<file path="config.mk">
export PLATFORM = sky130hd
export DESIGN_NAME = keypad_service_test_sequencer
export DESIGN_NICKNAME = d
export VERILOG_FILES = /design/src/rtl/service_test_pkg.sv /design/src/rtl/keypad_service_test_sequencer.sv
export VERILOG_INCLUDE_DIRS = /design/src /design/src/rtl
export SDC_FILE = /design/constraint.sdc
export NUM_CORES = 1
export LEC_CHECK = 0
export ABC_AREA = 0
export BUFFER_PORTS_ARGS = -buffer_cell sky130_fd_sc_hd__buf_2
export CAP_MARGIN = 25
export CORE_MARGIN = 5
export CORE_UTILIZATION = 50
export CTS_BUF_LIST = sky130_fd_sc_hd__clkbuf_16
export DETAILED_ROUTE_END_ITERATION = 10
export GPL_TIMING_DRIVEN = 0
export MAX_ROUTING_LAYER = met4
export PLACE_DENSITY = 0.71
export SETUP_SLACK_MARGIN = 0.4
export SYNTH_ARGS = -nofsm -noshare
export SYNTH_HDL_FRONTEND = slang
export SYNTH_SLANG_ARGS = --single-unit
</file>
<file path="constraint.sdc">
create_clock -name clk -period 4.5 [get_ports clk]
set_input_delay 0.225 -clock clk [delete_from_list [all_inputs] [get_ports clk]]
set_output_delay 0.225 -clock clk [all_outputs]
set_load 0.03 [all_outputs]
</file>
<file path="src/rtl/keypad_service_test_params.svh">
// Purpose: constants of the keypad service test sequencer
// Assumes: included by its bare name
// Notes: definitions only
`ifndef KEYPAD_SERVICE_TEST_PARAMS_SVH
`define KEYPAD_SERVICE_TEST_PARAMS_SVH
// --------
// port and switch addresses
// --------
`define FRONT_PANEL_PORT_A 16'h9808
`define FRONT_PANEL_PORT_B 16'h980A
`define VCO_PROGRAM_LOW 16'h9820
`define VCO_PROGRAM_HIGH 16'h9822
`define TUNING_FREQ_LOW 16'h9840
`define TUNING_FREQ_HIGH 16'h9842
`define BAND2_CONVERTER_PORT_A 16'h9880
`define BAND2_CONVERTER_PORT_B 16'h9882
`define GATE_GENERATOR_PORT_A 16'h9900
`define GATE_GENERATOR_PORT_B 16'h9902
`define BCD_REMOTE_PORT_A 16'h9A00
`define BCD_REMOTE_PORT_B 16'h9A02
`define DAC_BOARD_PORT_A 16'hA820
`define DAC_BOARD_PORT_B 16'hA822
`define COUNT_CHAIN_PORT_A 16'hAC00
`define COUNT_CHAIN_PORT_B 16'hAC02
`define BUS_ADDRESS_SWITCH 16'h9C04
`define RAM_LIMIT 16'h0800
`define NUM_PORTS 16
// port pairs, index of the a side divided by two
`define PAIR_VCO 3'h1
`define PAIR_TUNE 3'h2
`define PAIR_GATE 3'h4
`define PAIR_DAC 3'h6
// --------
// key coordinates, row then column
// --------
`define KEY_0 8'h12
`define KEY_1 8'h21
`define KEY_2 8'h22
`define KEY_3 8'h23
`define KEY_4 8'h31
`define KEY_5 8'h32
`define KEY_6 8'h33
`define KEY_7 8'h41
`define KEY_8 8'h42
`define KEY_9 8'h43
`define KEY_MHZ 8'h44
`define KEY_GHZ 8'h34
`define KEY_CLEAR_ENTRY 8'h24
`define KEY_POINT 8'h13
`define KEY_SIGN 8'h11
`define KEY_RESET 8'h47
`define KEY_TEST 8'h14
`define KEY_TEST_EXIT 8'h15
// --------
// tests and counts
// --------
`define TEST_SELF 4'h1
`define TEST_EIGHTS 4'h2
`define TEST_SEGMENT 4'h3
`define TEST_DIGIT 4'h4
`define TEST_KEYPAD 4'h5
`define TEST_BUS_ADDR 4'h7
`define TEST_OFFSET 4'h8
`define TEST_GAIN 4'h9
`define TEST_ALTER 4'hA
`define TEST_RAMP 4'h6
`define OFFSET_DIGITS 3'h4
`define GAIN_DIGITS 3'h5
`define ADDR_DIGITS 3'h4
`define DATA_DIGITS 3'h2
`define RAMP_TOP_MHZ 27000
`define DAC_LSB_MHZ 2
`define VCO_SELF_TEST_WORD 16'h2000
`define SEGMENTS 4'h8
`define DIGITS 4'hA
`define MAX_BUS_ADDR 5'h1E
`define INVALID_BUS_ADDR 8'h31
`endif

</file>
<file path="src/rtl/service_test_pkg.sv">
// Purpose: types of the keypad service test sequencer
// Assumes: nothing
// Notes: constants live in the params header
package service_test_pkg;
  typedef enum logic [3:0] {
    st_idle = 4'b0001, st_select = 4'b0010, st_number = 4'b0100, st_run = 4'b1000
  } seq_state_type;
  typedef enum logic [3:0] {
    alter_addr = 4'b0001, alter_read = 4'b0010, alter_data = 4'b0100, alter_write = 4'b1000
  } alter_state_type;
  typedef enum logic [2:0] {
    disp_normal = 3'h0, disp_all_on = 3'h1, disp_segment = 3'h2, disp_digit = 3'h3, disp_value = 3'h4
  } disp_mode_type;
  typedef struct packed {
    disp_mode_type mode;
    logic [3:0] index;
    logic [2:0] digits;
    logic [19:0] value;
  } display_type;
  typedef struct packed {
    logic strobe;
    logic [7:0] coord;
  } key_type;
  typedef struct packed {
    logic req;
    logic we;
    logic [15:0] addr;
    logic [7:0] wdata;
  } bus_req_type;
  typedef struct packed {
    logic [1:0] en;
    logic [2:0] pair;
    logic [7:0] a;
    logic [7:0] b;
  } port_write_type;
endpackage

</file>
<file path="src/rtl/keypad_service_test_sequencer.sv">
// Purpose: keypad driven service test sequencer with port read/alter
// Assumes: key strobes come from a scanner on clk; port lines are pins
// Notes: port registers live here and drive port_out
//
// Behaviour
// RL1: ten tests, chosen by test key and two digits 01 to 10
// RL2: tests 01-07 except 05 end on any key, which then goes to normal use
// RL3: in tests 08-10 an unused key ends the test
// RL4: the exit key ends any test and returns to normal use
// RL5: digits map to 0-9; MHz GHz clear point sign reset map to A-F
// RL6: keypad test shows each pressed key's row/column code
// RL7: keypad test also entered by activity on a hardware entry line
// RL8: ramp test steps tuning DAC 0 to 27 GHz, 2 MHz per step
// RL9: self test sets VCO to 400 MHz and enables divide by two
// RL10: all-eights test lights every LED, annunciator and point
// RL11: segment test steps one segment at sample rate through all
// RL12: digit test steps one whole digit at sample rate through all
// RL13: test 07 shows switch bus address decimal, invalid if absent
// RL14: test 08 takes four digits; coarse then fine offset DAC
// RL15: test 09 takes five digits into two gain ports and amp bits
// RL16: fifth gain digit reduced to two bits
// RL17: test 10 reads address after fourth address digit
// RL18: then two digits write the location if RAM or port
// RL19: port read gives output bits programmed, input bits line level
// RL20: software tunes converter writing high then low tuning bytes; ramp test writes both tuning bytes in one cycle
// RL21: software sets VCO writing high then low program bytes; self test writes both program bytes in one cycle
// RL22: hex entry collects most significant digit first, shifting left
`timescale 1ns/1ps
`include "keypad_service_test_params.svh"
module keypad_service_test_sequencer (
  input wire logic clk,
  input wire logic rst_n,
  input wire service_test_pkg::key_type key_in,
  input wire logic keypad_entry_line,
  input wire logic sample_tick,
  input wire logic [7:0] bus_switch_line,
  input wire logic option_fitted_line,
  input wire logic [15:0][7:0] port_dir,
  input wire logic [15:0][7:0] port_line,
  input wire logic [7:0] mem_rdata,
  input wire logic mem_ack,
  output service_test_pkg::bus_req_type mem_bus,
  output logic [15:0][7:0] port_out,
  output service_test_pkg::display_type display,
  output service_test_pkg::key_type fwd_key,
  output logic in_test,
  output logic divide_enable,
  output logic gain_high_15db,
  output logic gain_high_30db
);
  // ---------------------------------------------
  // constants
  // ---------------------------------------------
  localparam logic [15:0] PORT_ADDR [`NUM_PORTS] = '{
    `FRONT_PANEL_PORT_A, `FRONT_PANEL_PORT_B, `VCO_PROGRAM_LOW, `VCO_PROGRAM_HIGH,
    `TUNING_FREQ_LOW, `TUNING_FREQ_HIGH, `BAND2_CONVERTER_PORT_A, `BAND2_CONVERTER_PORT_B,
    `GATE_GENERATOR_PORT_A, `GATE_GENERATOR_PORT_B, `BCD_REMOTE_PORT_A, `BCD_REMOTE_PORT_B,
    `DAC_BOARD_PORT_A, `DAC_BOARD_PORT_B, `COUNT_CHAIN_PORT_A, `COUNT_CHAIN_PORT_B};
  localparam logic [13:0] RAMP_TOP = 14'(`RAMP_TOP_MHZ / `DAC_LSB_MHZ);

  // RL5 hex mapping
  function automatic logic [4:0] hex_of(input logic [7:0] c);
    case (c)
      `KEY_0: hex_of = 5'h10;
      `KEY_1: hex_of = 5'h11;
      `KEY_2: hex_of = 5'h12;
      `KEY_3: hex_of = 5'h13;
      `KEY_4: hex_of = 5'h14;
      `KEY_5: hex_of = 5'h15;
      `KEY_6: hex_of = 5'h16;
      `KEY_7: hex_of = 5'h17;
      `KEY_8: hex_of = 5'h18;
      `KEY_9: hex_of = 5'h19;
      `KEY_MHZ: hex_of = 5'h1A;
      `KEY_GHZ: hex_of = 5'h1B;
      `KEY_CLEAR_ENTRY: hex_of = 5'h1C;
      `KEY_POINT: hex_of = 5'h1D;
      `KEY_SIGN: hex_of = 5'h1E;
      `KEY_RESET: hex_of = 5'h1F;
      default: hex_of = 5'h00;
    endcase
  endfunction

  // ---------------------------------------------
  // state
  // ---------------------------------------------
  service_test_pkg::seq_state_type state_reg;
  service_test_pkg::alter_state_type alter_reg;
  service_test_pkg::port_write_type pw_reg;
  service_test_pkg::bus_req_type mem_reg;
  service_test_pkg::key_type fwd_reg;
  service_test_pkg::display_type disp_reg;
  logic [3:0] test_reg;
  logic tens_reg;
  logic first_reg;
  logic [19:0] entry_reg;
  logic [2:0] count_reg;
  logic [15:0] addr_reg;
  logic [7:0] data_reg;
  logic [7:0] last_coord_reg;
  logic [13:0] ramp_reg;
  logic gain15_reg;
  logic gain30_reg;
  logic [15:0][7:0] port_out_reg;
  logic [15:0][7:0] line_s1_reg;
  logic [15:0][7:0] line_s2_reg;
  logic [7:0] sw_s1_reg;
  logic [7:0] sw_s2_reg;
  logic opt_s1_reg;
  logic opt_s2_reg;
  logic [2:0] strap_reg;

  // --------
  // pin synchronisers
  // --------
  always_ff @(posedge clk or negedge rst_n) begin
    if (!rst_n) begin
      line_s1_reg <= '0;
      line_s2_reg <= '0;
      sw_s1_reg <= 8'h00;
      sw_s2_reg <= 8'h00;
      opt_s1_reg <= 1'b0;
      opt_s2_reg <= 1'b0;
      strap_reg <= 3'h0;
    end else begin
      line_s1_reg <= port_line;
      line_s2_reg <= line_s1_reg;
      sw_s1_reg <= bus_switch_line;
      sw_s2_reg <= sw_s1_reg;
      opt_s1_reg <= option_fitted_line;
      opt_s2_reg <= opt_s1_reg;
      strap_reg <= {strap_reg[1:0], keypad_entry_line};
    end
  end

  // --------
  // decode
  // --------
  logic [4:0] hex_dec;
  logic key_hit;
  logic key_exit;
  logic key_test;
  logic hex_ok;
  logic [3:0] hex_nib;
  logic [19:0] new_entry;
  logic [4:0] sel_num;
  logic num_ok;
  logic running;
  logic uses_hex;
  logic hex_take;
  logic strap_edge;
  logic [`NUM_PORTS-1:0] port_hit;
  logic [15:0][7:0] port_rd;
  logic [3:0] hit_idx;
  logic any_port;
  logic sw_hit;
  logic ram_hit;

  assign hex_dec = hex_of(key_in.coord);
  assign key_hit = key_in.strobe;
  assign key_exit = key_in.coord == `KEY_TEST_EXIT;
  assign key_test = key_in.coord == `KEY_TEST;
  assign hex_ok = hex_dec[4];
  assign hex_nib = hex_dec[3:0];
  // RL22 shift left
  assign new_entry = {entry_reg[15:0], hex_nib};
  assign sel_num = tens_reg ? 5'hA + {1'b0, hex_nib} : {1'b0, hex_nib};
  assign num_ok = hex_ok && hex_nib <= 4'h9 && sel_num >= 5'h1 && sel_num <= 5'hA;
  assign running = state_reg == service_test_pkg::st_run;
  assign uses_hex = running && test_reg >= `TEST_OFFSET;
  assign hex_take = key_hit && hex_ok && uses_hex && !key_exit &&
                    (test_reg != `TEST_ALTER || alter_reg == service_test_pkg::alter_addr ||
                     alter_reg == service_test_pkg::alter_data);
  // RL7 line activity; only the second and third stages are compared
  assign strap_edge = strap_reg[1] ^ strap_reg[2];
  assign sw_hit = addr_reg == `BUS_ADDRESS_SWITCH;
  assign ram_hit = addr_reg < `RAM_LIMIT;

  generate
    for (genvar g = 0; g < `NUM_PORTS; g++) begin : g_port
      assign port_hit[g] = addr_reg == PORT_ADDR[g];
      // RL19 direction mux
      assign port_rd[g] = (port_dir[g] & port_out_reg[g]) | (~port_dir[g] & line_s2_reg[g]);
    end
  endgenerate

  always_comb begin
    hit_idx = 4'h0;
    for (int i = 0; i < `NUM_PORTS; i++) begin
      if (port_hit[i]) begin
        hit_idx = 4'(i);
      end
    end
  end
  assign any_port = |port_hit;

  // ---------------------------------------------
  // test selection and exit
  // ---------------------------------------------
  always_ff @(posedge clk or negedge rst_n) begin
    if (!rst_n) begin
      state_reg <= service_test_pkg::st_idle;
      test_reg <= 4'h0;
      tens_reg <= 1'b0;
      first_reg <= 1'b0;
      fwd_reg <= '0;
    end else begin
      fwd_reg.strobe <= 1'b0;
      first_reg <= 1'b0;
      if (strap_edge && !(running && test_reg == `TEST_KEYPAD)) begin
        // RL7 forced entry
        state_reg <= service_test_pkg::st_run;
        test_reg <= `TEST_KEYPAD;
        first_reg <= 1'b1;
      end else if (key_hit) begin
        unique case (state_reg)
          service_test_pkg::st_idle: begin
            // RL1 test key
            if (key_test) begin
              state_reg <= service_test_pkg::st_select;
            end else begin
              fwd_reg <= {1'b1, key_in.coord};
            end
          end
          service_test_pkg::st_select: begin
            if (hex_ok && hex_nib <= 4'h1) begin
              tens_reg <= hex_nib[0];
              state_reg <= service_test_pkg::st_number;
            end else begin
              state_reg <= service_test_pkg::st_idle;
            end
          end
          service_test_pkg::st_number: begin
            // RL1 range check
            if (num_ok) begin
              state_reg <= service_test_pkg::st_run;
              test_reg <= sel_num[3:0];
              first_reg <= 1'b1;
            end else begin
              state_reg <= service_test_pkg::st_idle;
            end
          end
          service_test_pkg::st_run: begin
            if (key_exit) begin
              // RL4 exit key
              state_reg <= service_test_pkg::st_idle;
            end else if (test_reg <= `TEST_BUS_ADDR && test_reg != `TEST_KEYPAD) begin
              // RL2 any key
              state_reg <= service_test_pkg::st_idle;
              fwd_reg <= {1'b1, key_in.coord};
            end else if (test_reg >= `TEST_OFFSET && !hex_ok) begin
              // RL3 unused key
              state_reg <= service_test_pkg::st_idle;
              fwd_reg <= {1'b1, key_in.coord};
            end
          end
        endcase
      end
    end
  end

  // ---------------------------------------------
  // entry, ramp and read/alter
  // ---------------------------------------------
  always_ff @(posedge clk or negedge rst_n) begin
    if (!rst_n) begin
      alter_reg <= service_test_pkg::alter_addr;
      entry_reg <= 20'h00000;
      count_reg <= 3'h0;
      addr_reg <= 16'h0000;
      data_reg <= 8'h00;
      ramp_reg <= 14'h0000;
      pw_reg <= '0;
      mem_reg <= '0;
      gain15_reg <= 1'b0;
      gain30_reg <= 1'b0;
    end else begin
      pw_reg.en <= 2'b00;
      if (!running) begin
        // abandons a pending bus cycle when the test is left
        mem_reg.req <= 1'b0;
      end
      if (first_reg) begin
        entry_reg <= 20'h00000;
        count_reg <= 3'h0;
        ramp_reg <= 14'h0000;
        alter_reg <= service_test_pkg::alter_addr;
        if (test_reg == `TEST_SELF) begin
          // RL9 vco to 400 MHz
          pw_reg <= {2'b11, `PAIR_VCO, 8'(`VCO_SELF_TEST_WORD), 8'(`VCO_SELF_TEST_WORD >> 8)};
        end
      end else if (running && test_reg == `TEST_RAMP) begin
        // RL8 continuous ramp
        ramp_reg <= (ramp_reg == RAMP_TOP) ? 14'h0000 : ramp_reg + 14'h0001;
        pw_reg <= {2'b11, `PAIR_TUNE, ramp_reg[7:0], 2'b00, ramp_reg[13:8]};
      end else if (hex_take) begin
        entry_reg <= new_entry;
        count_reg <= count_reg + 3'h1;
        if (test_reg == `TEST_OFFSET && count_reg == `OFFSET_DIGITS - 3'h1) begin
          // RL14 coarse then fine
          count_reg <= 3'h0;
          pw_reg <= {2'b11, `PAIR_DAC, new_entry[15:8], new_entry[7:0]};
        end else if (test_reg == `TEST_GAIN && count_reg == `GAIN_DIGITS - 3'h1) begin
          // RL15 gain ports
          count_reg <= 3'h0;
          pw_reg <= {2'b11, `PAIR_GATE, new_entry[19:12], new_entry[11:4]};
          // RL16 two bits
          gain15_reg <= hex_nib[0];
          gain30_reg <= hex_nib[1];
        end else if (test_reg == `TEST_ALTER) begin
          if (alter_reg == service_test_pkg::alter_addr && count_reg == `ADDR_DIGITS - 3'h1) begin
            // RL17 read on fourth
            count_reg <= 3'h0;
            addr_reg <= new_entry[15:0];
            alter_reg <= service_test_pkg::alter_read;
          end else if (alter_reg == service_test_pkg::alter_data &&
                       count_reg == `DATA_DIGITS - 3'h1) begin
            count_reg <= 3'h0;
            data_reg <= new_entry[7:0];
            alter_reg <= service_test_pkg::alter_addr;
            // RL18 writable only
            if (any_port) begin
              pw_reg <= {hit_idx[0] ? 2'b10 : 2'b01, hit_idx[3:1], new_entry[7:0], new_entry[7:0]};
            end else if (ram_hit) begin
              mem_reg <= {1'b1, 1'b1, addr_reg, new_entry[7:0]};
              alter_reg <= service_test_pkg::alter_write;
            end
          end
        end
      end else if (running && test_reg == `TEST_ALTER) begin
        if (alter_reg == service_test_pkg::alter_read) begin
          if (any_port) begin
            data_reg <= port_rd[hit_idx];
            alter_reg <= service_test_pkg::alter_data;
          end else if (sw_hit) begin
            data_reg <= sw_s2_reg;
            alter_reg <= service_test_pkg::alter_data;
          end else if (!mem_reg.req) begin
            mem_reg <= {1'b1, 1'b0, addr_reg, 8'h00};
          end else if (mem_ack) begin
            mem_reg.req <= 1'b0;
            data_reg <= mem_rdata;
            alter_reg <= service_test_pkg::alter_data;
          end
        end else if (alter_reg == service_test_pkg::alter_write && mem_ack) begin
          mem_reg.req <= 1'b0;
          alter_reg <= service_test_pkg::alter_addr;
        end
      end
    end
  end

  // ---------------------------------------------
  // port registers
  // ---------------------------------------------
  always_ff @(posedge clk or negedge rst_n) begin
    if (!rst_n) begin
      port_out_reg <= '0;
    end else begin
      if (pw_reg.en[0]) begin
        port_out_reg[{pw_reg.pair, 1'b0}] <= pw_reg.a;
      end
      if (pw_reg.en[1]) begin
        port_out_reg[{pw_reg.pair, 1'b1}] <= pw_reg.b;
      end
    end
  end

  // ---------------------------------------------
  // display
  // ---------------------------------------------
  logic [7:0] bus_addr_bcd;
  logic [4:0] sw_addr;
  always_comb begin
    sw_addr = sw_s2_reg[4:0];
    // RL13 decimal or invalid
    if (!opt_s2_reg || sw_addr > `MAX_BUS_ADDR) begin
      bus_addr_bcd = `INVALID_BUS_ADDR;
    end else if (sw_addr >= 5'h1E) begin
      bus_addr_bcd = {4'h3, 4'(sw_addr - 5'h1E)};
    end else if (sw_addr >= 5'h14) begin
      bus_addr_bcd = {4'h2, 4'(sw_addr - 5'h14)};
    end else if (sw_addr >= 5'hA) begin
      bus_addr_bcd = {4'h1, 4'(sw_addr - 5'hA)};
    end else begin
      bus_addr_bcd = {4'h0, sw_addr[3:0]};
    end
  end

  always_ff @(posedge clk or negedge rst_n) begin
    if (!rst_n) begin
      disp_reg.mode <= service_test_pkg::disp_normal;
      disp_reg.index <= 4'h0;
      disp_reg.digits <= 3'h0;
      disp_reg.value <= 20'h00000;
      last_coord_reg <= 8'h00;
    end else begin
      if (running && test_reg == `TEST_KEYPAD && key_hit && !key_exit) begin
        // RL6 show coordinate
        last_coord_reg <= key_in.coord;
      end
      if (first_reg) begin
        disp_reg.index <= 4'h0;
      end else if (running && sample_tick && test_reg == `TEST_SEGMENT) begin
        // RL11 step segment
        disp_reg.index <= (disp_reg.index == `SEGMENTS - 4'h1) ? 4'h0 : disp_reg.index + 4'h1;
      end else if (running && sample_tick && test_reg == `TEST_DIGIT) begin
        // RL12 step digit
        disp_reg.index <= (disp_reg.index == `DIGITS - 4'h1) ? 4'h0 : disp_reg.index + 4'h1;
      end
      disp_reg.mode <= service_test_pkg::disp_value;
      disp_reg.digits <= 3'h2;
      disp_reg.value <= 20'h00000;
      if (!running) begin
        disp_reg.mode <= service_test_pkg::disp_normal;
        disp_reg.digits <= 3'h0;
      end else if (test_reg == `TEST_EIGHTS) begin
        // RL10 all on
        disp_reg.mode <= service_test_pkg::disp_all_on;
      end else if (test_reg == `TEST_SEGMENT) begin
        disp_reg.mode <= service_test_pkg::disp_segment;
      end else if (test_reg == `TEST_DIGIT) begin
        disp_reg.mode <= service_test_pkg::disp_digit;
      end else if (test_reg == `TEST_KEYPAD) begin
        disp_reg.value <= {12'h000, last_coord_reg};
      end else if (test_reg == `TEST_BUS_ADDR) begin
        disp_reg.value <= {12'h000, bus_addr_bcd};
      end else if (test_reg == `TEST_ALTER && alter_reg == service_test_pkg::alter_data && count_reg == 3'h0) begin
        disp_reg.value <= {12'h000, data_reg};
      end else if (test_reg >= `TEST_OFFSET) begin
        disp_reg.value <= entry_reg;
        disp_reg.digits <= count_reg;
      end else begin
        disp_reg.mode <= service_test_pkg::disp_normal;
        disp_reg.digits <= 3'h0;
      end
    end
  end

  // ---------------------------------------------
  // outputs
  // ---------------------------------------------
  assign mem_bus = mem_reg;
  assign port_out = port_out_reg;
  assign display = disp_reg;
  assign fwd_key = fwd_reg;
  assign in_test = running;
  // RL9 divider enable
  assign divide_enable = running && test_reg == `TEST_SELF;
  assign gain_high_15db = gain15_reg;
  assign gain_high_30db = gain30_reg;
endmodule

</file>
-- After elaboration in Yosys (flattened, before gate mapping)
Cells that the tools add are included.
- multiplexer cells: 155
- bitwise logic cells: 70
- $lt $le $gt $ge: 16
- eq/ne operators: 85
- add/sub/neg operators: 7
- reduce and logical (&&, ||, !) cells: 67
- operator list (cell ; count):
    $mux W26 ; 13
    $eq A16 B16 Y1 const B ; 17
    $and A8 B8 Y8 ; 32
    $bwmux W128 ; 2
    $mux W128 ; 2
    $mux W21 ; 10
    $mux W4 ; 47
    $mux W20 ; 8
    $not A8 Y8 ; 16
    $or A8 B8 Y8 ; 16
    $mux W8 ; 15
    $pmux W5 S16 ; 1
    $mux W23 ; 3
    $mux W3 ; 22
    $eq A8 B6 Y1 const B ; 8
    $mux W9 ; 6
    $mux W25 ; 2
    $demux W8 S3 ; 2
    $mux W14 ; 3
    $eq A8 B5 Y1 const B ; 5
    $eq A8 B7 Y1 const B ; 5
    $bmux W8 S4 ; 1
    $logic_and A1 B1 Y1 ; 30
    $eq A4 B3 Y1 const B ; 7
    62 further kinds ; 127
- output and inout bits: 197
- register bits after elaboration: 576
- logic and storage cells: 480
- input port bits: 287

-- Longest topological paths before layout
Gate-level depths: netlist (run 1).
- depth after elaboration: 26
- gate-level depth with buffers: 13
- gate-level depth less buffers: 10

-- Worst setup path after synthesis (run 1)
Ideal clock, no wire load.
- path kind: input to register
- from: input port key_in[7] in the netlist's numbering
- to: register state_reg[3]
- required time: 4.382 ns
- stages: 13
- path buffers: 3
- setup time: 0.118 ns
- data arrival time: 2.849 ns
- slack: 1.532 ns
- cells stage by stage: clkbuf_1 -> or4b_4 -> nor4_4 -> or3_4 -> a21o_1 -> clkbuf_1 -> ha_1 -> a21boi_0 -> o221ai_1 -> and4_1 -> buf_6 -> or2_4 -> a21o_1
- longest elaborated chain between the ends: 11
- elaborated cells between the ends (all ways): 37
- those cells by class: add/sub: 1; order compare: 3; eq/ne: 20; mux: 7; reduce/logical: 6
- ends and longest elaborated chain (element ; RTL line ; source):
    start, declared ; keypad_service_test_sequencer.sv:33 ; input wire service_test_pkg::key_type key_in,
    $eq A8 B7 Y1 (tied with other cells) ; keypad_service_test_sequencer.sv:63 ; case (c)
    $pmux W5 S16 * ; keypad_service_test_sequencer.sv:63 ;
    named net hex_dec[2] ; keypad_service_test_sequencer.sv:139 ; logic [4:0] hex_dec;
    $add A4 B4 Y5 ; keypad_service_test_sequencer.sv:167 ; assign sel_num = tens_reg ? 5'hA + {1'b0, hex_nib} : {1'b0, hex_nib};
    $mux W5 ; keypad_service_test_sequencer.sv:167 ;
    $ge A5 B1 Y1 ; keypad_service_test_sequencer.sv:168 ; assign num_ok = hex_ok && hex_nib <= 4'h9 && sel_num >= 5'h1 && sel_num <= 5'hA;
    $logic_and A1 B1 Y1 ; keypad_service_test_sequencer.sv:168 ;
    $logic_and A1 B1 Y1 * ; keypad_service_test_sequencer.sv:168 ;
    $mux W4 * ; keypad_service_test_sequencer.sv:235 ; if (num_ok) begin
    $pmux W4 S4 * ; keypad_service_test_sequencer.sv:216 ; unique case (state_reg)
    $mux W4 * ; keypad_service_test_sequencer.sv:215 ; end else if (key_hit) begin
    $mux W4 * ; keypad_service_test_sequencer.sv:210 ; if (strap_edge && !(running && test_reg == `TEST_KEYPAD)) begin
    end signal, assigned ; keypad_service_test_sequencer.sv:212 ; state_reg <= service_test_pkg::st_run;
    end signal, assigned ; keypad_service_test_sequencer.sv:220 ; state_reg <= service_test_pkg::st_select;
    end signal, assigned ; keypad_service_test_sequencer.sv:236 ; state_reg <= service_test_pkg::st_run;
    end, declared ; keypad_service_test_sequencer.sv:87 ; service_test_pkg::seq_state_type state_reg;
The timed path passes the listed nets; every way through them passes the cells marked *. The select of a mux whose other input is x is not followed.
A chain may end at the register's enable or synchronous reset.

-- Worst setup path in the final report (run 1)
- from: register addr_reg[10]
- to: register data_reg[0]
- longest elaborated chain between the ends: 22
- elaborated cells between the ends (all ways): 43
- those cells by class: eq/ne: 17; mux: 22; reduce/logical: 4
- ends and longest elaborated chain (element ; RTL line ; source):
    start, declared ; keypad_service_test_sequencer.sv:98 ; logic [15:0] addr_reg;
    start signal, assigned ; keypad_service_test_sequencer.sv:314 ; addr_reg <= new_entry[15:0];
    $eq A16 B16 Y1 ; keypad_service_test_sequencer.sv:181 ; assign port_hit[g] = addr_reg == PORT_ADDR[g];
    $mux W1 ; keypad_service_test_sequencer.sv:190 ; if (port_hit[i]) begin
    $mux W4 (14 in series) ; keypad_service_test_sequencer.sv:190 ;
    $bmux W8 S4 ; keypad_service_test_sequencer.sv:333 ; data_reg <= port_rd[hit_idx];
    $mux W8 (not written as such) ; keypad_service_test_sequencer.sv:333 ;
    $mux W8 ; keypad_service_test_sequencer.sv:332 ; if (any_port) begin
    $mux W8 ; keypad_service_test_sequencer.sv:331 ; if (alter_reg == service_test_pkg::alter_read) begin
    $mux W8 ; keypad_service_test_sequencer.sv:330 ; end else if (running && test_reg == `TEST_ALTER) begin
    $mux W8 ; keypad_service_test_sequencer.sv:296 ; end else if (hex_take) begin
    end signal, assigned ; keypad_service_test_sequencer.sv:333 ;
    end signal, assigned ; keypad_service_test_sequencer.sv:336 ; data_reg <= sw_s2_reg;
    end signal, assigned ; keypad_service_test_sequencer.sv:342 ; data_reg <= mem_rdata;
    end, declared ; keypad_service_test_sequencer.sv:99 ; logic [7:0] data_reg;
Parallel ways exist; a longest one is shown, timed or not. The select of a mux whose other input is x is not followed.

==> impl_metrics.py, run 1 <==
metrics = {
    "drt": {
        "drc": 0,
        "drt_iter0_drc": 1648,
        "wirelength_mm": 81.0,
        "drtAntennaViolNets": 0,
        "wire_per_inst_um": 25.4,
        "dr_total_vias": 18500,
        "viasPerCell": 5.81,
        "drt_first_pass_iters": 5,
    },
    "cts": {
        "cts_tree": "built",
        "cts.sinks": 576,
        "clockBufferDepth": 3,
        "clk_pin_slew_worst_paths_ps": 60,
        "cts_root_buffer": "clkbuf_16",
        "cts_inserted_buffers": 57,
        "htreeDepth": 2,
        "clkLatencyLatePin_ps": 640,
        "post_cts_buffers": 0,
    },
    "setup_path": {
        "r2r_slack_ps": 530,
        "slowest_delay_ps": 500,
        "reg2reg_to": "data_reg[0]",
        "worstSetupStartpoint": "addr_reg[10]",
        "worstPathRequired_ps": 4980,
        "cp.arrival_ps": 4450,
        "worstRegToRegCells": 10,
        "end_kind": "flip-flop",
        "crit_type": "flip-flop to flip-flop",
        "r2r_start": "addr_reg[10]",
        "start_kind": "flip-flop",
        "critPathMaxFanout": 10,
        "crit_path_cell_trace": "clkbuf_1, nor4bb_1, a21oi_1, o22ai_2, buf_2, buf_2, mux2i_1, o221ai_1, o21ai_1, o211ai_1",
        "slowest_stage": "mux2i_1",
        "cp_common_cell": "buf_2",
    },
    "synth": {
        "synth_area_leader_cell": "dfrtp_1",
        "ys_warn_count": 0,
        "ys_seq_area_frac": 0.611,
        "synth_area_um2": 23600,
        "async_flop_share": 1.00,
        "synth_top_area_share": 0.609,
        "yosys.cell_types.count": 92,
        "netlist_instances": 1835,
        "synth_area_leaders": "dfrtp_1, mux2_2, mux2i_1",
        "synth-seq-cells": 576,
        "yosys_most_used_dff": "dfrtp_1",
        "synth_nets": 2136,
        "synth_edf_count": 0,
        "avgSynthCellArea_um2": 12.9,
    },
    "placed_design": {
        "io_buffers": 481,
        "dp_hpwl_mm": 59.5,
        "gp_congestion": 0.945,
        "place_ws_ps": -81.4,
        "dp.cells": 2932,
    },
    "hold_path": {
        "hold_depth": 4,
        "hold_class": "input port to flip-flop",
        "hold_end": "display[25]",
        "min_from": "sample_tick",
    },
    "timing": {
        "rsz0062_at_grt": "no",
        "finalClockSkew_ps": 24.5,
        "setup_ws_ps": 533,
        "period_minus_slack_ps": 3970,
        "hold_violations": 0,
        "final-max-slew-violation-count": 0,
        "fmax_mhz": 252,
        "final-setup-viol-count": 0,
        "max-slew-margin-rel": 0.349,
        "finalCritPeriodShare": 0.882,
        "worst_pin_slew_ps": 973,
    },
    "global_route": {
        "busiest_layer": "met2",
        "met3_usage": 0.0613,
        "grt_overflow": 0,
        "track_usage": 0.319,
        "grt_max_degree": 131,
        "antenna_found_initial": 10,
        "use_met1": 0.400,
        "gr-usage-met2": 0.519,
        "first_global_vias": 19000,
        "grt_first_pass_wirelength_mm": 120,
    },
    "die": {
        "start_util": 0.506,
        "core_area_um2": 46700,
        "die_w_um": 227,
        "num_rows": 79,
        "ios": 484,
        "die_h_um": 227,
        "die-area_um2": 51600,
    },
    "layout": {
        "nFillCells": 3473,
        "fin_util": 0.651,
        "finalNonFillerCells": 3188,
        "multi_input_area_um2": 8790,
        "seqCellArea_um2": 14400,
        "layout_common_cells": "dfrtp_1, buf_2, mux2_2",
        "area_growth_pct": 28.8,
        "nNetsFinal": 2826,
        "layout-drive-gt1-share": 0.320,
        "final_common_cell": "dfrtp_1",
    },
    "power_and_ir_drop": {
        "power.density_nw_per_um2": 382,
        "p_leak_nw": 14.9,
        "peakVddDrop_uv": 369,
    },
    "job": {
        "cap_violations": 0,
    },
    "status": {
        "status": "finished clean",
    },
}
stage by stage:
stage	hold WS (ps)	TNS (ps)	instance area, um2	total power, mW
after floorplan	-70.6	0	23600	6.17
after global placement	332	-4637980	26800	6.67
after detailed placement	192	-92.4	27000	6.70
after CTS	14.5	0	30400	11.7
after global routing	37.6	0	30400	12.0
final	31.6	0	30400	11.6
cells by family (layout without fill, tap and decap cells):
| kind of cell | count (synthesis) | in the layout | share of synthesized area |
|---|---|---|---|
| compound gates | 315 | 315 | 0.0906 |
| xor+xnor | 18 | 18 | 0.00668 |
| fa+ha+maj | 14 | 14 | 0.00743 |
| buf+inv | 114 | 850 | 0.0202 |
| flops | 576 | 576 | 0.611 |
| mux | 349 | 349 | 0.162 |
| other cells | 0 | 10 | 0 |
| simple gates | 449 | 449 | 0.102 |
what timing repair did:
action                                  in CTS  in global routing
endpoints found under the hold margin      254                  0
endpoints found under the setup margin       5                  2
resized for setup                            8                  4
hold buffers                               140                  0
gates cloned                                 0                  0
synth_stat cells (25+ instances only):
library cell,n
inv_1,25
nor2_1,78
a21oi_1,79
mux2i_1,169
nand3_1,29
clkbuf_1,57
nand2_1,140
mux2_2,171
nor3_1,27
dfrtp_1,574
o21ai_0,63
nor2b_1,25
worst max-delay path, delay by kind of cell (launching register included):
family          cells  cell delay (ps)
compound gates      5             1200
mux                 1              500
flops               1              370
simple gates        1              460
buf+inv             3             1280
power by group:
part           internal (mW)  total, mW  switching (mW)
sequential              5.42       5.52           0.104
clock                   2.80       4.90            2.09
combinational          0.472       1.19           0.722
per-layer routing:
metal,vias up,share of wire
li1,8040,-
met5,-,0
met1,9514,0.39
met4,0,0.043
met2,787,0.50
met3,180,0.066
layout make-up:
type | instances | area share
diodes | 10 | 0.000824
repair buffers | 631 | 0.132
plain buffers | 88 | 0.0125
well taps | 607 | 0.0250
flip-flops and latches | 576 | 0.474
clock buffers | 58 | 0.0478
multi-input cells | 1145 | 0.289
clock inverters | 47 | 0.0154
inverters | 26 | 0.00321
how the worst max path moves through the flow:
stage	slack [ps]	end	cells past startpoint
after floorplan	1530	state_reg[3]	13
after global placement	-8170	line_s1_reg[96]	1
after CTS	400	data_reg[3]	8
after global routing	430	data_reg[4]	10
final	530	data_reg[0]	10
after detailed placement	-80	data_reg[1]	9
No activity file was read; power rests on OpenSTA's default activity.
==> run 2, diff against run 1 <==
--- a/config.mk
+++ b/config.mk
@@ -15,7 +15,7 @@
 export DETAILED_ROUTE_END_ITERATION = 10
 export GPL_TIMING_DRIVEN = 0
 export MAX_ROUTING_LAYER = met4
-export PLACE_DENSITY = 0.71
+export PLACE_DENSITY = 0.74
 export SETUP_SLACK_MARGIN = 0.4
 export SYNTH_ARGS = -nofsm -noshare
 export SYNTH_HDL_FRONTEND = slang
==> constraint.sdc (replaced) <==
create_clock -name clk -period 3.35 [get_ports clk]
set_input_delay 0.1675 -clock clk [delete_from_list [all_inputs] [get_ports clk]]
set_output_delay 0.1675 -clock clk [all_outputs]
set_load 0.03 [all_outputs]
==> run 2 against run 1 <==
Compared with the run above: clock skew increased by 28 ps; cell count increased by 2.3%; clock-buffer cell count unchanged; total power increased by 36%; wire length increased by 7.3%; cell area increased by 5.2%; core utilization increased by 3.4 points; global-route usage increased by 1.9 points; register-to-register slack got worse by 210 ps; first-iteration DRC count increased by 2.7%; critical endpoint is now data_reg[1]; non-clock buffer count increased by 61.
==> impl_metrics.py, run 2 (synthesis gave the netlist of run 1 again) <==
metrics = {
    "status": {
        "status": "finished clean",
    },
    "global_route": {
        "antenna_found_initial": 13,
        "track_usage": 0.338,
        "first_global_vias": 19800,
        "grt_max_degree": 121,
        "grt_overflow": 0,
        "grt_first_pass_wirelength_mm": 126,
    },
    "setup_path": {
        "cp.arrival_ps": 3530,
        "crit_type": "flip-flop to flip-flop",
        "crit_family": "compound AO/OA/AOI/OAI gates",
        "r2r_slack_ps": 320,
        "end_kind": "flip-flop",
        "start_kind": "flip-flop",
        "worstPathRequired_ps": 3850,
        "r2r_start": "addr_reg[12]",
        "slowest_stage": "or4_4",
        "slowest_delay_ps": 530,
        "cp_common_cell": "mux2i_1",
        "crit_path_cell_trace": "buf_4, nand4bb_4, or4_4, o22ai_4, buf_12, mux2i_1, mux2i_1, o22ai_1, a2111oi_4, o21ai_0",
        "reg2reg_to": "data_reg[1]",
        "worstRegToRegCells": 10,
        "cp_num_buf_inv": 2,
        "critPathMaxFanout": 6,
    },
    "timing": {
        "worst_pin_slew_ps": 1050,
        "hold_violations": 0,
        "rsz0062_at_grt": "yes",
        "fmax_mhz": 330,
        "tns_ps": 0,
        "final-max-slew-violation-count": 0,
        "hold_ws_ps": 31.9,
        "max-slew-margin-rel": 0.294,
        "finalClockSkew_ps": 52.3,
        "period_minus_slack_ps": 3030,
        "setup_ws_ps": 319,
        "final-setup-viol-count": 0,
        "finalCritPeriodShare": 0.905,
    },
    "placed_design": {
        "gp_congestion": 0.928,
        "place_ws_ps": -1530,
        "io_buffers": 481,
        "dp_hpwl_mm": 60.5,
    },
    "layout": {
        "area_growth_pct": 35.4,
        "seqCellArea_um2": 14400,
        "layout_common_cells": "dfrtp_1, buf_2, mux2_2",
        "layout-drive-gt1-share": 0.379,
        "nNetsFinal": 2888,
        "nFillCells": 3183,
        "final_common_cell": "dfrtp_1",
        "multi_input_area_um2": 9530,
    },
    "die": {
        "die_h_um": 227,
        "start_util": 0.506,
        "die-area_um2": 51600,
        "ios": 484,
        "core_area_um2": 46700,
        "num_rows": 79,
        "die_w_um": 227,
    },
    "cts": {
        "clockBufferDepth": 3,
        "cts_root_buffer": "clkbuf_16",
        "cts.sinks": 576,
        "htreeDepth": 2,
        "clk_pin_slew_worst_paths_ps": 70,
        "cts_tree": "built",
        "clkLatencyLatePin_ps": 640,
        "cts_inserted_buffers": 58,
    },
    "drt": {
        "drt_iter0_drc": 1693,
        "wire_per_inst_um": 26.6,
        "wirelength_mm": 86.9,
        "drc": 0,
        "drt_first_pass_iters": 6,
        "viasPerCell": 5.93,
        "dr_total_vias": 19300,
        "drtAntennaViolNets": 0,
    },
    "power_and_ir_drop": {
        "peakVddDrop_uv": 608,
        "p_leak_nw": 15.4,
        "power.total_mw": 15.8,
        "power.density_nw_per_um2": 494,
    },
    "hold_path": {
        "min_from": "key_in[4]",
        "hold_depth": 3,
        "hold_class": "input port to flip-flop",
        "hold_end": "fwd_key[4]",
    },
    "job": {
        "cap_violations": 0,
    },
}
## run 2: cell types whose count changed in the layout (fill, tap and decap cells not counted), moves of 10 or more
cell,change
buf_2,-14
mux2i_2,+10
mux2i_1,-21
buf_4,+56
mux2i_4,+11
clkbuf_2,+10
buf_6,+12
clkinvlp_4,+10
clkbuf_1,-20
## run 2: final cells by class
class / count / share of cell area
Antenna cell: 18 / 0.00141
Buffer: 88 / 0.0185
Clock buffer: 58 / 0.0454
Clock inverter: 51 / 0.0156
Inverter: 26 / 0.00329
Multi-Input combinational cell: 1145 / 0.298
Sequential cell: 576 / 0.452
Tap cell: 607 / 0.0238
Timing Repair Buffer: 692 / 0.142
## run 2: through the flow
step                area (um2)  cells   util
finish                   31900   3261  0.685
detailed placement       27000   2935  0.579
CTS                      31200   3212  0.669
global placement         26800   2923  0.573
floorplan                23600   1835      -
global route             31900   3255  0.684
## run 2: worst min-delay path, stage by stage
cell    delay, ps
buf_2         100
buf_4         190
mux2_2        170
## run 2: how the worst max path moves through the flow
stage / startpoint / end / slack (ps) / depth (start not counted)
CTS: addr_reg[13] / data_reg[1] / 370 / 10
floorplan: key_in[7] / state_reg[3] / 440 / 13
finish: addr_reg[12] / data_reg[1] / 320 / 10
global route: addr_reg[12] / data_reg[1] / 290 / 10
detailed placement: addr_reg[4] / data_reg[1] / -1530 / 9
global placement: rst_n / line_s1_reg[16] / -9190 / 1
## run 2: power by group
group / total (mW) / internal [mW] / switching [mW]
clock: 6.61 / 3.73 / 2.88
sequential: 7.43 / 7.28 / 0.153
combinational: 1.75 / 0.699 / 1.05
## run 2: repair_timing
action	4_1_cts	5_1_grt
hold endpoints to repair	371	0
buffers inserted	25	27
pin swaps	15	24
cloned	0	2
endpoints found under the setup margin	92	98
hold buffers	143	0
gates resized for setup	134	110
## run 2: per-layer routing
layer / wire [um] / GRT usage / share of wire / vias up
met5: 0 / - / 0 / -
met4: 4310 / 0.146 / 0.050 / 0
met3: 7100 / 0.0642 / 0.082 / 251
met2: 43700 / 0.552 / 0.50 / 1052
met1: 31800 / 0.414 / 0.37 / 9834
li1: - / - / - / 8186
==> run 3, diff against run 2 <==
--- a/config.mk
+++ b/config.mk
@@ -15,7 +15,7 @@
 export DETAILED_ROUTE_END_ITERATION = 10
 export GPL_TIMING_DRIVEN = 0
 export MAX_ROUTING_LAYER = met4
-export PLACE_DENSITY = 0.74
+export PLACE_DENSITY = 0.77
 export SETUP_SLACK_MARGIN = 0.4
 export SYNTH_ARGS = -nofsm -noshare
 export SYNTH_HDL_FRONTEND = slang
==> run 3 against run 2 <==
Compared with the run above: non-clock buffer count rose by 4; sequential share of layout area rose by 0.18 points; clock power rose by 1%; maximum frequency rose by 0.30%; total power rose by 0.83%; wire length rose by 5.1%; critical endpoint is now data_reg[5]; largest power group unchanged.
==> impl_metrics.py, run 3 (synthesis gave the netlist of run 1 again) <==
metrics = {
    "global_route": {
        "first_global_vias": 20300,
        "grt_overflow": 0,
        "track_usage": 0.343,
        "grt_first_pass_wirelength_mm": 129,
        "antenna_found_initial": 12,
        "grt_max_degree": 133,
    },
    "layout": {
        "fin_util": 0.682,
        "finalNonFillerCells": 3257,
        "final_common_cell": "dfrtp_1",
        "layout-drive-gt1-share": 0.373,
        "layout_common_cells": "dfrtp_1, buf_2, mux2_2",
        "area_growth_pct": 34.9,
        "nNetsFinal": 2890,
    },
    "timing": {
        "period_minus_slack_ps": 3020,
        "worst_pin_slew_ps": 1170,
        "hold_violations": 0,
        "rsz0062_at_grt": "yes",
        "fmax_mhz": 331,
        "max-slew-margin-rel": 0.217,
        "final-setup-viol-count": 0,
        "finalCritPeriodShare": 0.902,
        "final-max-slew-violation-count": 0,
        "finalClockSkew_ps": 38.6,
    },
    "setup_path": {
        "cp.arrival_ps": 3510,
        "start_kind": "flip-flop",
        "end_kind": "flip-flop",
        "worstPathRequired_ps": 3840,
        "critPathMaxFanout": 7,
        "crit_type": "flip-flop to flip-flop",
    },
    "cts": {
        "clk_pin_slew_worst_paths_ps": 60,
        "htreeDepth": 2,
        "cts_root_buffer": "clkbuf_16",
        "clockBufferDepth": 3,
        "cts_tree": "built",
        "cts_inserted_buffers": 56,
        "cts.sinks": 576,
        "clkLatencyLatePin_ps": 650,
    },
    "hold_path": {
        "hold_class": "input port to flip-flop",
    },
    "power_and_ir_drop": {
        "p_leak_nw": 15.4,
        "peakVddDrop_uv": 577,
        "power.density_nw_per_um2": 500,
    },
    "drt": {
        "drt_first_pass_iters": 6,
        "viasPerCell": 6.08,
        "wire_per_inst_um": 28.0,
        "drtAntennaViolNets": 0,
        "drc": 0,
        "dr_total_vias": 19800,
        "wirelength_mm": 91.3,
        "drt_iter0_drc": 2088,
    },
    "die": {
        "die_h_um": 227,
        "num_rows": 79,
        "core_area_um2": 46700,
        "die-area_um2": 51600,
        "start_util": 0.506,
        "die_w_um": 227,
        "ios": 484,
    },
    "status": {
        "status": "finished clean",
    },
    "placed_design": {
        "io_buffers": 481,
        "dp_hpwl_mm": 59.7,
        "gp_congestion": 0.938,
        "dp.cells": 2934,
    },
    "job": {
        "cap_violations": 0,
    },
}
## run 3: changes by cell type in the layout (fill, tap and decap cells not counted), sizes merged
cell	before	now
clkbuf	113	112
clkinvlp	13	5
diode	18	15
dlygate4sd3	143	144
clkinv	23	19
bufinv	7	9
inv	34	40
buf	582	585
## run 3: what timing repair did
item / 4_1_cts / 5_1_grt
setup endpoints to repair: 92 / 101
hold buffers: 144 / 0
resized for setup: 126 / 106
endpoints found under the hold margin: 251 / 0
setup buffers: 20 / 39
cloned: 1 / 0
pin swaps: 13 / 16
## run 3: final timing paths
check	from	slack (ps)	cells after the start	endpoint
max reg2reg	state_reg[1]	330	9	data_reg[5]
min in group asynchronous	rst_n	190	2	display[16]
min reg2reg	line_s1_reg[73]	340	0	line_s2_reg[73]
max	state_reg[1]	330	9	data_reg[5]
min	key_in[6]	100	3	last_coord_reg[6]
max in group asynchronous	rst_n	980	5	line_s1_reg[16]
## run 3: area by class of cell
type | count | area, um2
timing repair buffer | 696 | 4530
buffer | 88 | 568
tap | 607 | 759
inverter | 26 | 105
multi-input combinational | 1145 | 9470
fill | 3118 | 14800
sequential | 576 | 14400
antenna | 15 | 37.5
clock buffer | 57 | 1430
clock inverter | 47 | 489
## run 3: metal layers
layer  part of all wire  vias up  GRT usage
li1                   -     8181          -
met1               0.35     9995      0.407
met2               0.49     1272      0.556
met3              0.092      341     0.0713
met4              0.066        0      0.176
met5                  0        -          -
## run 3: per-stage QoR
| step | setup slack, ps | setup TNS (ps) | cell area (um2) | hold slack, ps | power [mW] |
|---|---|---|---|---|---|
| 6_report | 328 | 0 | 31800 | 95.3 | 15.9 |
| 4_1_cts | 401 | 0 | 31100 | 59.8 | 15.7 |
| 3_5_place_dp | -1170 | -13630 | 27000 | 277 | 9.00 |
| 3_3_place_gp | -9170 | -5235520 | 26800 | 275 | 8.94 |
| 2_1_floorplan | 440 | 0 | 23600 | -128 | 8.29 |
| 5_1_grt | 296 | 0 | 31800 | 102 | 16.4 |
## run 3: power breakdown
group	leakage, nW	internal, mW	switching, mW
clock network	0.978	3.79	2.91
registers	7.28	7.28	0.165
logic	7.15	0.718	1.06
## run 3: critical path: stages, from the launching register on
cell     delay (ps)
dfrtp_2         450
or3b_4          430
or3_1           360
or3_4           380
a31o_4          250
a32oi_4         360
buf_6           190
inv_1           130
a41oi_2         240
o21ai_0         110
